## config.mk

```make
export PLATFORM = sky130hd
export DESIGN_NAME = vso_config_bank
export DESIGN_NICKNAME = d
export VERILOG_FILES = /design/src/hw/vso_pkg.sv /design/src/hw/vso_ramp_if.sv /design/src/hw/vso_config_bank.sv /design/src/hw/vso_dac_ramp.sv
export SDC_FILE = /design/constraint.sdc
export NUM_CORES = 1
export LEC_CHECK = 0
export ABC_CLOCK_PERIOD_IN_PS = 4600
export BUFFER_PORTS_ARGS = -buffer_cell sky130_fd_sc_hd__buf_2
export CELL_PAD_IN_SITES_DETAIL_PLACEMENT = 0
export CELL_PAD_IN_SITES_GLOBAL_PLACEMENT = 1
export CORE_MARGIN = 3
export CORE_UTILIZATION = 40
export DETAILED_ROUTE_END_ITERATION = 8
export HOLD_SLACK_MARGIN = 0.08
export PLACE_DENSITY = 0.74
export SLEW_MARGIN = 15
export SYNTH_ARGS = -nofsm -noshare
export SYNTH_HDL_FRONTEND = slang
export SYNTH_HIERARCHICAL = 1
export SYNTH_SLANG_ARGS = --single-unit
```

## constraint.sdc

```tcl
create_clock -name clock -period 4.6 [get_ports clock]
set_input_delay 0 -clock clock [delete_from_list [all_inputs] [get_ports clock]]
set_output_delay 0 -clock clock [all_outputs]
set_load 0.01 [all_outputs]
```

## src/hw/vso_pkg.sv

```systemverilog
// Constants for the regulator configuration bank: command codes, fields,
// defaults, slew and sense tables.
// Assumes a 100 MHz core clock; values in mV, centi-mV/us, micro-ohm, clock cycles or tenths (x10).
package vso_pkg;

  // Command codes of the serial configuration port
  localparam logic [7:0] ADDR_FAULT_CLR = 8'h03;
  localparam logic [7:0] ADDR_STAT_LO   = 8'h7a;
  localparam logic [7:0] ADDR_STAT_HI   = 8'h7d;
  localparam logic [7:0] ADDR_STAT_MFR  = 8'h80;
  localparam logic [7:0] ADDR_BUS_ADDR  = 8'ha2;
  localparam logic [7:0] ADDR_LOOP_CFG  = 8'had;
  localparam logic [7:0] ADDR_FAST_SLEW = 8'haf;
  localparam logic [7:0] ADDR_TRANS_OFS = 8'hb0;
  localparam logic [7:0] ADDR_KEY       = 8'hb1;
  localparam logic [7:0] ADDR_SENSE     = 8'hb3;

  // Field positions
  localparam int NOC_TON_BIT  = 5;
  localparam int OFS_DOWN_LSB = 2;
  localparam int OFS_UP_LSB   = 0;

  // Reset and restore defaults (stand-ins for stored user defaults)
  localparam logic [2:0] RST_FAST_SLEW = 3'h0;
  localparam logic [3:0] RST_TRANS_OFS = 4'h0;
  localparam logic [2:0] RST_SENSE     = 3'h0;
  localparam logic       RST_NOC_TON   = 1'b0;
  localparam logic [6:0] RST_BUS_ADDR  = 7'h20;
  localparam logic [7:0] KEY_READBACK  = 8'h00;

  // Negative-overcurrent on-time numerators, mV
  localparam logic [11:0] TON_SHORT_5MV  = 12'h258;
  localparam logic [11:0] TON_LONG_5MV   = 12'h640;
  localparam logic [11:0] TON_SHORT_10MV = 12'h4b0;
  localparam logic [11:0] TON_LONG_10MV  = 12'hc80;

  // VID step sizes, mV
  localparam logic [11:0] STEP_5MV  = 12'h005;
  localparam logic [11:0] STEP_10MV = 12'h00a;

  // Transition offsets, mV
  localparam logic [11:0] OFS_DOWN_MV [0:3] = '{12'h000, 12'h005, 12'h00a, 12'h014};
  localparam logic [11:0] OFS_UP_MV   [0:3] = '{12'h000, 12'h000, 12'h00a, 12'h014};

  // Fast slew rates for 5 mV step, centi-mV/us
  localparam logic [15:0] RATE_5MV_CENTI [0:7] = '{16'h0086, 16'h008f, 16'h00fa, 16'h010b,
                                                    16'h01f4, 16'h022c, 16'h03e8, 16'h04e2};
  // 10 mV step table; code 0 is not an exact double of the 5 mV entry
  localparam logic [15:0] RATE_10MV_CENTI [0:7] = '{16'h010b, 16'h011e, 16'h01f4, 16'h0216,
                                                     16'h03e8, 16'h0458, 16'h07d0, 16'h09c4};

  // Step period in cycles: step over rate; identical for both step sizes
  localparam int CLK_MHZ = 100;
  function automatic logic [11:0] step_period(input int rateCenti);
    return 12'((5 * 100 * CLK_MHZ) / rateCenti);
  endfunction : step_period
  localparam logic [11:0] SLEW_PERIOD [0:7] = '{
    step_period(134), step_period(143), step_period(250), step_period(267),
    step_period(500), step_period(556), step_period(1000), step_period(1250)};
  localparam int QUARTER_SHIFT = 2;

  // Input sense resistor table
  localparam logic [11:0] SENSE_RES_UOHM [0:7] = '{12'hfa0, 12'hbb8, 12'h7d0, 12'h3e8,
                                                    12'h3e8, 12'h1f4, 12'h1f4, 12'h0fa};
  localparam logic [8:0]  SENSE_GAIN_X10 [0:7] = '{9'h07d, 9'h07d, 9'h0fa, 9'h0c8,
                                                    9'h0fa, 9'h190, 9'h1f4, 9'h1f4};
  localparam logic [9:0]  SENSE_IMAX_X10 [0:7] = '{10'h0a0, 10'h0d5, 10'h0a0, 10'h190,
                                                    10'h140, 10'h190, 10'h140, 10'h280};

  typedef enum logic [1:0] {CMD_FAST, CMD_SLOW, CMD_DECAY, CMD_VOUT_I2C} vso_cmd_e;

endpackage : vso_pkg

```

## src/hw/vso_ramp_if.sv

```systemverilog
// Carrier between the configuration bank and its DAC ramp engine.
// Assumes both ends run on the same clock.
`timescale 1ns/10ps
interface vso_ramp_if;
  logic        start;
  logic [11:0] targetMv;
  logic [11:0] stepMv;
  logic [11:0] periodCyc;
  logic [11:0] upOfsMv;
  logic [11:0] downOfsMv;
  logic        ofsEnable;
  logic [11:0] dacMv;
  logic        busy;
  modport ctrl (output start, targetMv, stepMv, periodCyc, upOfsMv, downOfsMv, ofsEnable,
                input dacMv, busy);
  modport eng  (input start, targetMv, stepMv, periodCyc, upOfsMv, downOfsMv, ofsEnable,
                output dacMv, busy);
endinterface : vso_ramp_if

```

## src/hw/vso_config_bank.sv

```systemverilog
// Regulator configuration bank: slew select, transition offsets, sense
// resistor select, negative-current on-time select and the write lock.
// Assumes the serial engine and VID decoder share this clock and give
// one-cycle strobes with address and data valid alongside.
`timescale 1ns/10ps

// Contract
// 5 mV step: on-time numerator 0.6 V when select is 1, else 1.6 V.
// 10 mV step: on-time numerators 1.2 V shorter and 3.2 V longer.
// Fast slew select sets fast-command rate only, not turn-on or off; the code also times soft ramps and other commands from it.
// Acked write to slew select copies it at once to VID rate register.
// Slew codes map to 1.34..12.50 mV/us, doubled for 10 mV step.
// Transition offsets apply only for Fast or Slow slew commands.
// No offsets for Decay commands or serial output-voltage changes.
// No offsets during soft-start or soft-stop.
// Down ramp at selected rate to target plus offset, then quarter rate.
// Down offset codes give 0, 5, 10, 20 mV above target.
// Up offset added as first step, dropped when target reached.
// Up offset codes 00, 10, 11 give 0, 10, 20 mV; 01 undefined.
// After power-on writable registers are locked; writes get NACK.
// Every read is acknowledged with the register byte.
// Full passcode sequence in order on key register unlocks writes.
// Any key write while unlocked relocks; full sequence needed again.
// Power cycle returns the lock to protected.
// Restore-defaults command leaves the lock state unchanged.
// Every key register write answers NACK.
// Fault clear, status and key registers bypass the lock.
// Bus address register bypasses lock except top bit, always protected.
// Reserved upper bits of slew, offset, sense registers read zero.
// Three-bit field selects input sense resistor 0.25 to 4 milliohm.
// Passcode byte sequence comes from a design parameter.
// Sense codes map to resistor, gain and full-scale current table.
module vso_config_bank #(
  parameter int          PASS_LEN = 2,
  parameter logic [15:0] PASSCODE = 16'h3cc3
) (
  input  wire logic                 clock,
  input  wire logic                 arst_n,
  input  wire logic                 cmdWrStb,
  input  wire logic                 cmdRdStb,
  input  wire logic [7:0]           cmdAddr,
  input  wire logic [7:0]           cmdWrData,
  input  wire logic                 restoreDefaults,
  input  wire logic [1:0]           vidStepProtocol,
  input  wire logic                 vidCmdStb,
  input  wire vso_pkg::vso_cmd_e    vidCmdKind,
  input  wire logic [11:0]          vidTargetMv,
  input  wire logic                 softRampActive,
  output logic                      ansValid,
  output logic                      ansAck,
  output logic [7:0]                ansRdData,
  output logic                      writeUnlocked,
  output logic [2:0]                vidFastRateReg,
  output logic [15:0]               fastRateCenti,
  output logic [11:0]               negCurrentOnTimeMv,
  output logic [11:0]               senseResMicroOhm,
  output logic [8:0]                senseGainX10,
  output logic [9:0]                senseIinMaxX10,
  output logic [11:0]               dacMv,
  output logic                      rampBusy
);
  localparam int IDX_W = 4;

  vso_ramp_if rif ();

  logic [2:0]       fastSel_reg;
  logic [3:0]       transOfs_reg;
  logic [2:0]       senseSel_reg;
  logic             nocTon_reg;
  logic [6:0]       busAddr_reg;
  logic             unlocked_reg;
  logic [IDX_W-1:0] keyIdx_reg;

  // Address decode
  wire logic isKey    = (cmdAddr == vso_pkg::ADDR_KEY);
  wire logic isStatus = (cmdAddr >= vso_pkg::ADDR_STAT_LO) && (cmdAddr <= vso_pkg::ADDR_STAT_HI);
  wire logic isExempt = (cmdAddr == vso_pkg::ADDR_FAULT_CLR) || isStatus
                        || (cmdAddr == vso_pkg::ADDR_STAT_MFR)
                        || (cmdAddr == vso_pkg::ADDR_BUS_ADDR);
  wire logic wrAckNow = !isKey && (isExempt || unlocked_reg);
  wire logic wrDo     = cmdWrStb && wrAckNow;
  wire logic keyWr    = cmdWrStb && isKey;

  wire logic wrFast   = wrDo && (cmdAddr == vso_pkg::ADDR_FAST_SLEW);
  wire logic wrOfs    = wrDo && (cmdAddr == vso_pkg::ADDR_TRANS_OFS);
  wire logic wrSense  = wrDo && (cmdAddr == vso_pkg::ADDR_SENSE);
  wire logic wrLoop   = wrDo && (cmdAddr == vso_pkg::ADDR_LOOP_CFG);
  wire logic wrBus    = wrDo && (cmdAddr == vso_pkg::ADDR_BUS_ADDR);

  // Passcode matching; the first byte of the sequence sits in the top bits
  wire logic [7:0] expectByte = PASSCODE[(PASS_LEN - 1 - int'(keyIdx_reg)) * 8 +: 8];
  wire logic       keyMatch   = (cmdWrData == expectByte);
  wire logic       keyLast    = (keyIdx_reg == IDX_W'(PASS_LEN - 1));

  // Protocols 01 and 10 use the 5 mV step
  wire logic step5 = (vidStepProtocol == 2'b01) || (vidStepProtocol == 2'b10);

  // Read-back with reserved bits forced to zero
  wire logic [7:0] rdMux =
      (cmdAddr == vso_pkg::ADDR_FAST_SLEW) ? {5'h00, fastSel_reg} :
      (cmdAddr == vso_pkg::ADDR_TRANS_OFS) ? {4'h0, transOfs_reg} :
      (cmdAddr == vso_pkg::ADDR_SENSE)     ? {5'h00, senseSel_reg} :
      (cmdAddr == vso_pkg::ADDR_LOOP_CFG)  ? (8'(nocTon_reg) << vso_pkg::NOC_TON_BIT) :
      (cmdAddr == vso_pkg::ADDR_BUS_ADDR)  ? {1'b0, busAddr_reg} :
      (cmdAddr == vso_pkg::ADDR_KEY)       ? vso_pkg::KEY_READBACK :
                                             8'h00;

  // On-time numerator
  wire logic [11:0] tonShort = step5 ? vso_pkg::TON_SHORT_5MV : vso_pkg::TON_SHORT_10MV;
  wire logic [11:0] tonLong  = step5 ? vso_pkg::TON_LONG_5MV : vso_pkg::TON_LONG_10MV;
  wire logic [11:0] tonNext  = nocTon_reg ? tonShort : tonLong;

  // Fast rate for the VID side
  wire logic [15:0] rate5    = vso_pkg::RATE_5MV_CENTI[vidFastRateReg];
  wire logic [15:0] rateNext = step5 ? rate5
                                     : vso_pkg::RATE_10MV_CENTI[vidFastRateReg];

  // Ramp request
  wire logic isFast    = (vidCmdKind == vso_pkg::CMD_FAST);
  wire logic isSlow    = (vidCmdKind == vso_pkg::CMD_SLOW);
  wire logic ofsAllow  = (isFast || isSlow) && !softRampActive;
  wire logic [11:0] fastPer = vso_pkg::SLEW_PERIOD[vidFastRateReg];
  // Only fast commands use the programmed rate; others ramp at a quarter
  wire logic [11:0] cmdPer  = isFast ? fastPer
                                     : 12'(fastPer << vso_pkg::QUARTER_SHIFT);

  assign rif.start     = vidCmdStb;
  assign rif.targetMv  = vidTargetMv;
  assign rif.stepMv    = step5 ? vso_pkg::STEP_5MV : vso_pkg::STEP_10MV;
  assign rif.periodCyc = cmdPer;
  assign rif.upOfsMv   = vso_pkg::OFS_UP_MV[transOfs_reg[vso_pkg::OFS_UP_LSB +: 2]];
  assign rif.downOfsMv = vso_pkg::OFS_DOWN_MV[transOfs_reg[vso_pkg::OFS_DOWN_LSB +: 2]];
  assign rif.ofsEnable = ofsAllow;

  vso_dac_ramp u_ramp (
    .clock  (clock),
    .arst_n (arst_n),
    .rif    (rif.eng)
  );

  // Configuration registers; restore reloads defaults but not the lock
  always_ff @(posedge clock or negedge arst_n) begin
    if (!arst_n) begin
      fastSel_reg  <= vso_pkg::RST_FAST_SLEW;
      transOfs_reg <= vso_pkg::RST_TRANS_OFS;
      senseSel_reg <= vso_pkg::RST_SENSE;
      nocTon_reg   <= vso_pkg::RST_NOC_TON;
      busAddr_reg  <= vso_pkg::RST_BUS_ADDR;
    end else if (restoreDefaults) begin
      fastSel_reg  <= vso_pkg::RST_FAST_SLEW;
      transOfs_reg <= vso_pkg::RST_TRANS_OFS;
      senseSel_reg <= vso_pkg::RST_SENSE;
      nocTon_reg   <= vso_pkg::RST_NOC_TON;
      busAddr_reg  <= vso_pkg::RST_BUS_ADDR;
    end else begin
      if (wrFast)  fastSel_reg  <= cmdWrData[2:0];
      if (wrOfs)   transOfs_reg <= cmdWrData[3:0];
      if (wrSense) senseSel_reg <= cmdWrData[2:0];
      if (wrLoop)  nocTon_reg   <= cmdWrData[vso_pkg::NOC_TON_BIT];
      // Top bit is never stored, so it stays protected whatever the lock
      if (wrBus)   busAddr_reg  <= cmdWrData[6:0];
    end
  end

  // VID-side fast rate follows each acknowledged slew write at once
  always_ff @(posedge clock or negedge arst_n) begin
    if (!arst_n) begin
      vidFastRateReg <= vso_pkg::RST_FAST_SLEW;
    end else if (restoreDefaults) begin
      vidFastRateReg <= vso_pkg::RST_FAST_SLEW;
    end else if (wrFast) begin
      vidFastRateReg <= cmdWrData[2:0];
    end
  end

  // Write lock; power-on reset or a key write while unlocked clears it, restore does not
  always_ff @(posedge clock or negedge arst_n) begin
    if (!arst_n) begin
      unlocked_reg <= 1'b0;
      keyIdx_reg   <= '0;
    end else if (keyWr) begin
      if (unlocked_reg) begin
        unlocked_reg <= 1'b0;
        keyIdx_reg   <= '0;
      end else if (keyMatch && keyLast) begin
        unlocked_reg <= 1'b1;
        keyIdx_reg   <= '0;
      end else if (keyMatch) begin
        keyIdx_reg   <= keyIdx_reg + IDX_W'(1);
      end else begin
        keyIdx_reg   <= '0;
      end
    end
  end

  // Answer one cycle after each strobe
  always_ff @(posedge clock or negedge arst_n) begin
    if (!arst_n) begin
      ansValid  <= 1'b0;
      ansAck    <= 1'b0;
      ansRdData <= 8'h00;
    end else begin
      ansValid  <= cmdWrStb || cmdRdStb;
      ansAck    <= cmdRdStb || wrAckNow;
      ansRdData <= cmdRdStb ? rdMux : 8'h00;
    end
  end

  // Registered status and lookups
  always_ff @(posedge clock or negedge arst_n) begin
    if (!arst_n) begin
      writeUnlocked      <= 1'b0;
      fastRateCenti      <= 16'h0000;
      negCurrentOnTimeMv <= 12'h000;
      senseResMicroOhm   <= 12'h000;
      senseGainX10       <= 9'h000;
      senseIinMaxX10     <= 10'h000;
      dacMv              <= 12'h000;
      rampBusy           <= 1'b0;
    end else begin
      writeUnlocked      <= unlocked_reg;
      fastRateCenti      <= rateNext;
      negCurrentOnTimeMv <= tonNext;
      senseResMicroOhm   <= vso_pkg::SENSE_RES_UOHM[senseSel_reg];
      senseGainX10       <= vso_pkg::SENSE_GAIN_X10[senseSel_reg];
      senseIinMaxX10     <= vso_pkg::SENSE_IMAX_X10[senseSel_reg];
      dacMv              <= rif.dacMv;
      rampBusy           <= rif.busy;
    end
  end

  key_always_nack_a: assert property (@(posedge clock) disable iff (!arst_n)
    (cmdWrStb && isKey) |=> (ansValid && !ansAck))
    else $error("Key register write was acknowledged");

  locked_write_nack_a: assert property (@(posedge clock) disable iff (!arst_n)
    (cmdWrStb && !unlocked_reg && (cmdAddr == vso_pkg::ADDR_TRANS_OFS))
      |=> (!ansAck && $stable(transOfs_reg)))
    else $error("Locked write reached a gated register");

  read_always_ack_a: assert property (@(posedge clock) disable iff (!arst_n)
    (cmdRdStb && !cmdWrStb) |=> (ansValid && ansAck))
    else $error("Read was not acknowledged");

  relock_on_key_a: assert property (@(posedge clock) disable iff (!arst_n)
    (keyWr && unlocked_reg) |=> (!unlocked_reg ##1 !writeUnlocked))
    else $error("Key write while unlocked did not relock");

  rate_copy_now_a: assert property (@(posedge clock) disable iff (!arst_n)
    (wrFast && !restoreDefaults) |=> (vidFastRateReg == $past(cmdWrData[2:0])))
    else $error("Fast rate copy missed an acknowledged write");

  reserved_zero_a: assert property (@(posedge clock) disable iff (!arst_n)
    (cmdRdStb && (cmdAddr == vso_pkg::ADDR_SENSE || cmdAddr == vso_pkg::ADDR_FAST_SLEW))
      |=> (ansRdData[7:3] == 5'h00))
    else $error("Reserved bits read non-zero");

  no_ofs_soft_a: assert property (@(posedge clock) disable iff (!arst_n)
    (vidCmdStb && (softRampActive || vidCmdKind == vso_pkg::CMD_DECAY
                   || vidCmdKind == vso_pkg::CMD_VOUT_I2C))
      |=> (rif.dacMv == $past(rif.dacMv)))
    else $error("Offsets enabled during soft ramp or decay");

  restore_keeps_lock_a: assert property (@(posedge clock) disable iff (!arst_n)
    (restoreDefaults && !keyWr) |=> (unlocked_reg == $past(unlocked_reg)))
    else $error("Restore changed the lock state");

  cv_unlock: cover property (@(posedge clock) disable iff (!arst_n)
    !unlocked_reg ##1 unlocked_reg);
  cv_gated_write_ack: cover property (@(posedge clock) disable iff (!arst_n)
    wrFast ##1 ansAck);
  cv_fast_down_ofs: cover property (@(posedge clock) disable iff (!arst_n)
    vidCmdStb && isFast && rif.ofsEnable && (vidTargetMv < rif.dacMv));
endmodule : vso_config_bank

```

## src/hw/vso_dac_ramp.sv

```systemverilog
// DAC ramp engine: steps the target DAC toward a new VID with offsets.
// Assumes start is a one-cycle pulse with the other fields valid with it.
`timescale 1ns/10ps
module vso_dac_ramp (
  input  wire logic clock,
  input  wire logic arst_n,
  vso_ramp_if.eng   rif
);
  typedef enum logic [1:0] {RAMP_IDLE, RAMP_UP, RAMP_DOWN} vso_ramp_e;

  vso_ramp_e   state_reg;
  logic [11:0] count_reg;
  logic [11:0] tgt_reg;
  logic [11:0] step_reg;
  logic [11:0] per_reg;
  logic [11:0] upOfs_reg;
  logic [11:0] thr_reg;
  logic [11:0] tick_reg;
  logic        ofsOn_reg;

  wire logic [11:0] outMv    = count_reg + (ofsOn_reg ? upOfs_reg : 12'h000);
  wire logic        slowZone = (state_reg == RAMP_DOWN) && (count_reg <= thr_reg);
  wire logic [11:0] curPer   = slowZone ? 12'(per_reg << vso_pkg::QUARTER_SHIFT) : per_reg;
  wire logic        tick     = (tick_reg + 12'h001 >= curPer);
  wire logic        goUp     = rif.targetMv > outMv;
  wire logic        goDown   = rif.targetMv < outMv;
  wire logic        upDone   = (count_reg + step_reg + upOfs_reg) >= tgt_reg;
  wire logic        downDone = count_reg <= (tgt_reg + step_reg);

  assign rif.dacMv = outMv;
  assign rif.busy  = (state_reg != RAMP_IDLE);

  always_ff @(posedge clock or negedge arst_n) begin
    if (!arst_n) begin
      state_reg <= RAMP_IDLE;
      count_reg <= 12'h000;
      tgt_reg   <= 12'h000;
      step_reg  <= 12'h000;
      per_reg   <= 12'h000;
      upOfs_reg <= 12'h000;
      thr_reg   <= 12'h000;
      tick_reg  <= 12'h000;
      ofsOn_reg <= 1'b0;
    end else if (rif.start) begin
      // A new command overrides a ramp in flight from the present output
      count_reg <= outMv;
      tgt_reg   <= rif.targetMv;
      step_reg  <= rif.stepMv;
      per_reg   <= rif.periodCyc;
      upOfs_reg <= rif.ofsEnable ? rif.upOfsMv : 12'h000;
      ofsOn_reg <= rif.ofsEnable && goUp;
      thr_reg   <= rif.targetMv + (rif.ofsEnable ? rif.downOfsMv : 12'h000);
      tick_reg  <= 12'h000;
      state_reg <= goUp ? RAMP_UP : (goDown ? RAMP_DOWN : RAMP_IDLE);
    end else if (state_reg != RAMP_IDLE) begin
      tick_reg <= tick ? 12'h000 : tick_reg + 12'h001;
      if (tick) begin
        unique case (state_reg)
          RAMP_UP: begin
            if (upDone) begin
              count_reg <= tgt_reg;
              ofsOn_reg <= 1'b0;
              state_reg <= RAMP_IDLE;
            end else begin
              count_reg <= count_reg + step_reg;
            end
          end
          RAMP_DOWN: begin
            if (downDone) begin
              count_reg <= tgt_reg;
              state_reg <= RAMP_IDLE;
            end else begin
              count_reg <= count_reg - step_reg;
            end
          end
          RAMP_IDLE: begin
            count_reg <= count_reg;
          end
        endcase
      end
    end
  end

  ofs_only_up_a: assert property (@(posedge clock) disable iff (!arst_n)
    ofsOn_reg |-> state_reg == RAMP_UP)
    else $error("Up offset held outside an upward ramp");
  down_no_under_a: assert property (@(posedge clock) disable iff (!arst_n)
    (state_reg == RAMP_DOWN && !rif.start) |=> (count_reg >= tgt_reg || rif.start || $past(rif.start)))
    else $error("Downward ramp went below its target");
  cv_quarter_zone: cover property (@(posedge clock) disable iff (!arst_n)
    slowZone && tick && !downDone);
endmodule : vso_dac_ramp

```

==> results.md, run 1 <==
* Outcome: finished, violations left
* Failing checks: negative setup slack
* Via count at around 11000
* Worst slew pin tran at between 0.8 and 0.9 ns
* Clock Path Buffers at 2
* Minimum clock period at 4.75 ns
* Final Power at 8.81 mW
* Die W at 183 um
* Worst vdd ir at 0.327 mV
* Largest stage delay, worst path at ~0.4 ns
* Netlist Area Pre-Place at 12600 um2
* Final ANT Viol Nets at 0
* NumNets Final at between 1500 and 2000
* Most used DFF post-synth: dfrtp_1
* WL per Instance at about 18 um
* Fraction of layout cells with a size suffix above 1 at between 10% and 20%
* CTS tree: done
* MaxCap Viol Count at 0
* Drt total wl at 36000 um
* Final hold vios at 0
* Fin Clk Skew at 0.0158 ns
* Slew Viols, Final at 0
* CTS Sinks at 174
* Slew headroom at 45.9%
* Hold Path Origin: cmdAddr[1]
* RSZ-0062 raised after global routing: true
* Htree depth at 4
* Iter 0 DRT Violations at 697
* Setup crit start: u_ramp/count_reg[1]
* Max Fanout on Critical Path at 6
* Lkg Pwr at roughly 7.5 nW
* Vias per std cell at about 5.3
* Power Density at 568 nW/um2
* Post-synth EDFFs at 0
* Worst reg2reg startpoint: u_ramp/count_reg[1]
* CTS Buf Count at 17
* Yosys top cell area share at 34.5%
* Critical Path RT at around 5 ns
* # IOs at 125
* Synth cell types at 84
* Setup WS pre-CTS at -0.354 ns
* Setup crit end kind: register
* CP most frequent cell: buf_4
* Worst path cell trace: buf_4, ha_2, nor2_4, a221oi_2, buf_4, o41ai_4, buf_4, nand3b_1, o311ai_4, ha_1, or3_1, o21ai_2, a31oi_2, xor2_1, xnor2_1, ha_1, and4_4, a221oi_4, buf_4, o211a_4, nor2_4, a22o_1, a221o_1
* Final setup violation count at 12
* Gpl congestion at 0.909
* Setup crit start kind: register
* Leading area contributor after synthesis: dfrtp_1
* Placed Cells at 1935
* Global Route Usage Sum at 21.7%
* Die area at 33600 um2
* Post-Synthesis Cells at between 1000 and 1500
* Final Cycle Share at 103%
* Detail Placement HPWL at 26800 um
* F_max at 0.210 GHz
* Most frequent cells after synthesis: dfrtp_1, ha_1, nand2_1
* Yosys warns at 6
* Final Non-Filler Cells at 2028
* DR DRC count at 0
* Syn avg cell area at between 9 and 10 um2
* Core Region at ~31000 um2
* Critical path arrival at roughly 5 ns
* Setup CP Type: register to register
* Async S/R FF share, synth at 100%
* PortBufs at 112
* Synthesis-stage register bit count at roughly 170
* Initial antenna violation count at 0
* Row count at 64
* Worst skew pair latency at 0.45 ns
* Root Driver: clkbuf_16
* Vias in the first global route at 10800
* Pre-antenna DRT Iters at 5
* Largest cells by area after synthesis: dfrtp_1, ha_1, nand2_1
* HP Class: input pin to register
* Global-route wire length before repair at 57700 um
* Antenna cell count at 0
* Worst path slowest cell: dfrtp_2
* Finished Core Util at 50.5%
* Sequential area share after synthesis at 34.7%
* P&R area growth vs syn at 23.5%
* Global route overflow at 0
* Largest net degree at the start of global routing at 95
* Final worst slack at -0.154 ns
* Reg clk slew, reported paths at ~0.08 ns
* Initial Util at between 40% and 50%
* Die span in y at 183 um
* Hold Worst Slack at 0.102 ns
* Count leader, synth: dfrtp_1
==> critical path, delay by kind of cell (launching register included) <==
kind | cells | cell delay [ns]
buf+inv | 4 | 0.63
flops | 1 | 0.41
xor+xnor | 2 | 0.30
compound gates | 9 | 1.68
fa+ha+maj | 3 | 0.80
simple gates | 5 | 0.80
==> cell families (layout without fill, tap and decap cells) <==
family | after synthesis | after routing | synth area share (%)
AND/OR/NAND/NOR | 420 | 420 | 16.8
flip-flops | 174 | 174 | 34.7
adder cells (fa/ha/maj) | 155 | 155 | 15.8
XOR/XNOR | 62 | 62 | 4.32
buffers and inverters | 165 | 396 | 5.63
AO/OA/AOI/OAI | 345 | 345 | 19.1
other | 2 | 37 | 0.0598
multiplexers | 43 | 43 | 3.63
==> report_power, final <==
group	switching (mW)	leakage [nW]	internal, mW	total (mW)
sequential	0.149	2.17	1.71	1.86
combinational	2.79	5.07	2.72	5.51
clock	0.709	0.276	0.732	1.44
total	3.65	7.51	5.16	8.81
==> path summary, 6_finish.rpt <==
path                                               to  cells past startpoint  slack [ns]
worst min-delay path                     ansRdData[5]                      4        0.10
worst max-delay path              u_ramp/count_reg[3]                     23       -0.15
min in group asynchronous          u_ramp/thr_reg[11]                      2        0.19
worst max register to register    u_ramp/count_reg[3]                     23       -0.15
max in group asynchronous       negCurrentOnTimeMv[4]                      3        3.34
worst min register to register          writeUnlocked                      0        0.45
==> cell usage in the layout, fill, tap and decap left out, drive strengths merged, types with 39 or more instances in the layout <==
cell type,instances
nand2,114
inv,112
xnor2,39
nor2,79
ha,149
dlygate4sd3,47
buf,212
dfrtp,173
o21ai,91
a21oi,65
==> what timing repair did <==
item                                   in CTS  in global routing
endpoints found under the hold margin     146                  0
pin swaps                                  22                 29
hold buffers                               47                  0
gates resized for setup                    28                 25
setup buffers                               7                  7
setup endpoints to repair                  14                 15
==> layout make-up <==
cell class,instances,area [um2]
Clock buffer,19,443
Fill cell,2937,15200
Clock inverter,13,123
Inverter,104,390
Tap cell,396,495
Timing Repair Buffer,260,1850
Multi-Input combinational cell,1062,7850
Sequential cell,174,4360
==> routing by layer <==
metal	GRT usage [%]	vias to the layer above	share of wire [%]
met1	28.9	5180	45
met2	35.6	275	47
li1	-	5325	-
met5	0	-	0
met4	7.19	0	2.7
met3	4.15	56	5.0
==> metrics by stage <==
stage               cell area, um2  setup TNS [ns]
global route                 15500           -4.43
finish                       15500          -0.963
CTS                          15400          -0.755
global placement             14100           -1.89
floorplan                    12700               0
detailed placement           14100           -3.36
(Power assumes the default switching activity.)
==> run 2: changes to the inputs <==
- CORE_UTILIZATION: 40 -> 42
- PLACE_DENSITY: 0.74 -> 0.77
- REMOVE_ABC_BUFFERS: not set -> 1
==> results.md, run 2 (synthesized netlist as in run 1, its figures left out) <==
* Global-route wire length before repair at 56000 um (was 57700 um)
* Pre-antenna DRT Iters at 5 (unchanged)
* Worst vdd ir at 0.403 mV (was 0.327 mV)
* Final ANT Viol Nets at 0 (unchanged)
* Lkg Pwr at 7.56 nW (was 7.51 nW)
* TNS Setup at -0.127 ns (was -0.963 ns)
* CTS Buf Count at 17 (unchanged)
* Iter 0 DRT Violations at 645 (was 697)
* Root Driver: clkbuf_16 (unchanged)
* Multi-input logic area at 7920 um2 (was 7850 um2)
* CTS Sinks at 174 (unchanged)
* Worst setup path endpoint: u_ramp/count_reg[0] (was u_ramp/count_reg[3])
* Final Cycle Share at 101% (was 103%)
* MaxCap Viol Count at 0 (unchanged)
* CTS tree: done (unchanged)
* Htree depth at 4 (unchanged)
* Power Density at 564 nW/um2 (was 568 nW/um2)
* Largest net degree at the start of global routing at 91 (was 95)
* Minimum clock period at 4.66 ns (was 4.75 ns)
* Die W at 179 um (was 183 um)
* Worst path cell trace: ha_1, nand2b_4, a221oi_4, buf_4, o41ai_4, buf_4, nand3b_1, o311ai_4, ha_1, or3_1, o21ai_2, a31oi_1, xor2_1, xnor2_1, ha_1, and4_4, a221oi_4, o211ai_1, buf_4, buf_6, nand3_2, o211ai_1, a22oi_1 (was buf_4, ha_2, nor2_4, a221oi_2, buf_4, o41ai_4, buf_4, nand3b_1, o311ai_4, ha_1, or3_1, o21ai_2, a31oi_2, xor2_1, xnor2_1, ha_1, and4_4, a221oi_4, buf_4, o211a_4, nor2_4, a22o_1, a221o_1)
* Post-Place Cell Area at 14100 um2 (about the same)
* Drt total wl at 35800 um (was 36000 um)
* Via count at 10900 (was 10800)
* Row count at 62 (was 64)
* Outcome: finished, violations left (unchanged)
* WL per Instance at 17.8 um (was 17.7 um)
* Hold Worst Slack at 0.111 ns (was 0.102 ns)
* Core Region at 29100 um2 (was 30700 um2)
* Failing checks: negative setup slack (unchanged)
* Slew headroom at 25.3% (was 45.9%)
* Die span in y at 179 um (was 183 um)
* Setup crit start kind: register (unchanged)
* Initial antenna violation count at 0 (unchanged)
* Critical Path RT at 4.94 ns (was 4.93 ns)
* FF/Latch Area at 4360 um2 (about the same)
* Hold Path Origin: cmdAddr[0] (was cmdAddr[1])
* Final hold vios at 0 (unchanged)
* Clock Path Buffers at 2 (unchanged)
* Fin Clk Skew at 0.0177 ns (was 0.0158 ns)
* Global Route Usage Sum at 22.5% (was 21.7%)
* Critical path arrival at 5.01 ns (was 5.08 ns)
* Worst slew pin tran at 1.12 ns (was 0.809 ns)
* Detail Placement HPWL at 26500 um (was 26800 um)
* R2R setup slack at -0.06 ns (was -0.15 ns)
* NumNets Final at 1813 (unchanged)
* Setup crit start: u_ramp/count_reg[1] (unchanged)
* Reg clk slew, reported paths at 0.08 ns (about the same)
* Max Fanout on Critical Path at 4 (was 6)
* Setup CP Type: register to register (unchanged)
* Worst reg2reg startpoint: u_ramp/count_reg[1] (unchanged)
* DR DRC count at 0 (unchanged)
* Worst skew pair latency at 0.45 ns (about the same)
* # IOs at 125 (unchanged)
* Vias in the first global route at 10400 (was 10800)
* Gpl congestion at 0.872 (was 0.909)
* HP Class: input pin to register (unchanged)
* Worst R2R End: u_ramp/count_reg[0] (was u_ramp/count_reg[3])
* Final worst slack at -0.0640 ns (was -0.154 ns)
* Die area at 32000 um2 (was 33600 um2)
* Commonest non-fill, non-tap cell in the layout: dfrtp_1 (unchanged)
* Worst reg-to-reg path cell count at 23 (unchanged)
* Initial Util at 43.2% (was 40.9%)
* Layout fillers at 2701 (was 2937)
* Fraction of layout cells with a size suffix above 1 at 20.2% (was 19.9%)
* Setup WS pre-CTS at -0.270 ns (was -0.354 ns)
* Most frequent cells in the layout: dfrtp_1, ha_1, nand2_1 (unchanged)
* Cell area after layout at 15600 um2 (was 15500 um2)
* P&R area growth vs syn at 24.0% (was 23.5%)
* Setup crit end kind: register (unchanged)
* Global route overflow at 0 (unchanged)
* Largest stage delay, worst path at 0.42 ns (was 0.41 ns)
* Antenna cell count at 0 (unchanged)
* Vias per std cell at 5.40 (was 5.34)
* RSZ-0062 raised after global routing: true (unchanged)
* PortBufs at 112 (unchanged)
* Slew Viols, Final at 0 (unchanged)
* F_max at 0.214 GHz (was 0.210 GHz)
* Worst path slowest cell: dfrtp_1 (was dfrtp_2)
* Final setup violation count at 3 (was 12)
## run 2: how the worst min path moves through the flow
stage / to / cells past startpoint
global placement: u_ramp/step_reg[8] / 1
floorplan: ansAck / 0
detailed placement: u_ramp/step_reg[9] / 1
CTS: u_ramp/per_reg[10] / 4
finish: ansRdData[3] / 4
global route: ansRdData[5] / 5
## run 2: power breakdown
part	leakage [nW]	internal, mW	switching [mW]
Combinational	5.10	2.64	2.79
Clock	0.286	0.743	0.737
Sequential	2.17	1.71	0.163
Total	7.56	5.09	3.69
## run 2: stage by stage
stage	util (%)	cells	power, mW
after floorplan	-	1340	4.69
after global placement	48.4	1922	6.31
after detailed placement	48.4	1922	6.37
after CTS	52.4	2007	8.09
after global routing	53.6	2016	9.38
final	53.6	2016	8.78
## run 2: final cells by class
cell class / count / share of cell area (%)
multi-input cells: 1062 / 50.8
flip-flops and latches: 174 / 28.0
repair buffers: 260 / 11.8
well taps: 384 / 3.08
clock buffers: 19 / 2.84
inverters: 104 / 2.51
clock inverters: 13 / 0.948
## run 2: worst max-delay path: cells and delay by family, from the launching register on
| family | cells | cell delay [ns] |
|---|---|---|
| buf+inv | 4 | 0.62 |
| simple gates | 5 | 0.84 |
| flops | 1 | 0.42 |
| fa+ha+maj | 3 | 0.92 |
| compound gates | 9 | 1.44 |
| xor+xnor | 2 | 0.31 |
## run 2: per-layer routing
layer	vias up	track usage (%)	share of wire, %
met2	304	35.1	45
li1	5328	-	-
met1	5202	31.4	47
met4	0	7.53	3.2
met3	56	4.07	4.9
met5	-	0	0
## run 2: what timing repair did
item	in CTS	in global routing
setup endpoints to repair	14	16
hold endpoints to repair	144	0
hold buffers	47	0
resized for setup	13	58
setup buffers	6	9
pin swaps	21	29
==> run 3: changes to the inputs <==
- ABC_CLOCK_PERIOD_IN_PS: 4600 -> 5800
- CORE_UTILIZATION: 42 -> 51
- PLACE_DENSITY: 0.77 -> 0.88
- clock period: 4.6 -> 5.8 ns (I/O delays scaled with it)
==> results.md, run 3 (synthesized netlist as in run 1, its figures left out) <==
* Outcome: complete, no violations (was finished, violations left)
* P&R area growth vs syn at 15.0% (was 24.0%)
* Commonest non-fill, non-tap cell in the layout: dfrtp_1 (unchanged)
* Critical Path RT at 6.12 ns (was 4.94 ns)
* HP Class: input pin to register (unchanged)
* Root Driver: clkbuf_16 (unchanged)
* Worst slew pin tran at 1.00 ns (was 1.12 ns)
* Gpl congestion at 0.951 (was 0.872)
* MaxCap Viol Count at 0 (unchanged)
* Placed Cells at 1778 (was 1922)
* Worst path slowest cell: o41ai_1 (was dfrtp_1)
* Core Region at 23800 um2 (was 29100 um2)
* Max Fanout on Critical Path at 11 (was 4)
* Drt total wl at 33500 um (was 35800 um)
* Slew headroom at 33.3% (was 25.3%)
* Final Cycle Share at 94.2% (was 101%)
* # IOs at 125 (unchanged)
* Vias in the first global route at 10300 (was 10400)
* Final ANT Viol Nets at 0 (unchanged)
* Pre-antenna DRT Iters at 6 (was 5)
* Slew Viols, Final at 0 (unchanged)
* Largest stage delay, worst path at 0.59 ns (was 0.42 ns)
* CTS Sinks at 174 (unchanged)
* # resized after CTS at 0 (was 13)
* Lkg Pwr at 7.01 nW (was 7.56 nW)
* Post-Place Cell Area at 13400 um2 (was 14100 um2)
* Final worst slack at 0.339 ns (was -0.0640 ns)
* Final setup violation count at 0 (was 3)
* Final hold vios at 0 (unchanged)
* Fraction of layout cells with a size suffix above 1 at 12.9% (was 20.2%)
* Global-route wire length before repair at 54400 um (was 56000 um)
* Setup WS pre-CTS at 0.483 ns (was -0.270 ns)
* Iter 0 DRT Violations at 834 (was 645)
* Critical path arrival at 5.78 ns (was 5.01 ns)
* Hold Worst Slack at 0.108 ns (was 0.111 ns)
* Minimum clock period at 5.46 ns (was 4.66 ns)
* Row count at 56 (was 62)
* Final Non-Filler Cells at 1852 (was 2016)
* Setup crit end kind: register (unchanged)
* Initial antenna violation count at 0 (unchanged)
* CP most frequent cell: ha_1
* CTS Buf Count at 17 (unchanged)
* Cell area after layout at 14500 um2 (was 15600 um2)
* Global Route Usage Sum at 25.6% (was 22.5%)
* NumNets Final at 1714 (was 1813)
* Htree depth at 4 (unchanged)
* Largest net degree at the start of global routing at 106 (was 91)
* Setup crit start kind: register (unchanged)
* Initial Util at 52.7% (was 43.2%)
* Setup repair bufs after CTS at 0 (was 6)
* RSZ-0062 raised after global routing: false (was true)
* WL per Instance at 18.1 um (was 17.8 um)
* Reg clk slew, reported paths at 0.08 ns (about the same)
* Worst path cell trace: inv_1, ha_1, nand2b_1, a221oi_1, o41ai_1, nor2b_1, o311ai_2, ha_1, or3_1, o21ai_0, a31oi_1, xor2_1, xnor2_1, ha_1, and4_1, a221oi_2, o211a_1, nor2_4, a22o_1, a221o_1 (was ha_1, nand2b_4, a221oi_4, buf_4, o41ai_4, buf_4, nand3b_1, o311ai_4, ha_1, or3_1, o21ai_2, a31oi_1, xor2_1, xnor2_1, ha_1, and4_4, a221oi_4, o211ai_1, buf_4, buf_6, nand3_2, o211ai_1, a22oi_1)
* Vias per std cell at 5.72 (was 5.40)
* Final Power at 5.83 mW (was 8.78 mW)
* Most frequent cells in the layout: dfrtp_1, ha_1, nand2_1 (unchanged)
* DR DRC count at 0 (unchanged)
* Antenna cell count at 0 (unchanged)
* Clock Path Buffers at 2 (unchanged)
* CTS tree: done (unchanged)
* Die area at 26600 um2 (was 32000 um2)
* Die span in y at 163 um (was 179 um)
* PortBufs at 112 (unchanged)
* F_max at 0.183 GHz (was 0.214 GHz)
* Via count at 10600 (was 10900)
* Detail Placement HPWL at 25000 um (was 26500 um)
* Die W at 163 um (was 179 um)
* Global route overflow at 0 (unchanged)
* Setup CP Type: register to register (unchanged)
* Worst vdd ir at 0.235 mV (was 0.403 mV)
* Fin Clk Skew at 0.0122 ns (was 0.0177 ns)
* Finished Core Util at 60.7% (was 53.6%)
* Hold_buf cts at 42 (was 47)
* Worst skew pair latency at 0.44 ns (was 0.45 ns)
* Power Density at 404 nW/um2 (was 564 nW/um2)
* TNS Setup at 0 ns (was -0.127 ns)
[run 3: final cells by class]
| class | count | area (um2) |
|---|---|---|
| clock inverter | 15 | 203 |
| inverter | 104 | 390 |
| tap | 319 | 399 |
| timing repair buffer | 161 | 1040 |
| sequential | 174 | 4360 |
| multi-input combinational | 1062 | 7630 |
| clock buffer | 17 | 425 |
| fill | 2083 | 9370 |
[run 3: path summary, 6_finish.rpt]
check	endpoint	from	cells past startpoint	slack, ns
setup / recovery	u_ramp/count_reg[3]	u_ramp/step_reg[1]	20	0.34
hold / removal	ansRdData[5]	cmdAddr[1]	4	0.11
setup reg to reg	u_ramp/count_reg[3]	u_ramp/step_reg[1]	20	0.34
hold reg to reg	writeUnlocked	unlocked_reg	0	0.44
max in group asynchronous	u_ramp/step_reg[1]	arst_n	3	4.10
min in group asynchronous	u_ramp/step_reg[9]	arst_n	2	0.19
[run 3: critical path, delay by kind of cell (launching register included)]
family,cells,cell delay [ns]
AOI/OAI and AO/OA,9,2.39
and+or+nand+nor,5,1.07
DFF,1,0.51
buffers and inverters,1,0.10
adders and majority gates,3,0.96
xor gates and xnor gates,2,0.30
[run 3: report_power, final]
part           total [mW]  switching [mW]  internal, mW
combinational        3.10            1.83          1.27
sequential           1.53           0.177          1.36
clock                1.20           0.599         0.598
total                5.83            2.60          3.23
[run 3: metal layers]
layer / wire length [um] / global-route usage [%] / up-vias / part of all wire [%]
met4: 784 / 7.07 / 0 / 2.3
li1: - / - / 5137 / -
met1: 15500 / 35.2 / 5080 / 46
met5: 0 / 0 / - / 0
met2: 15100 / 41.2 / 328 / 45
met3: 2090 / 5.44 / 48 / 6.2
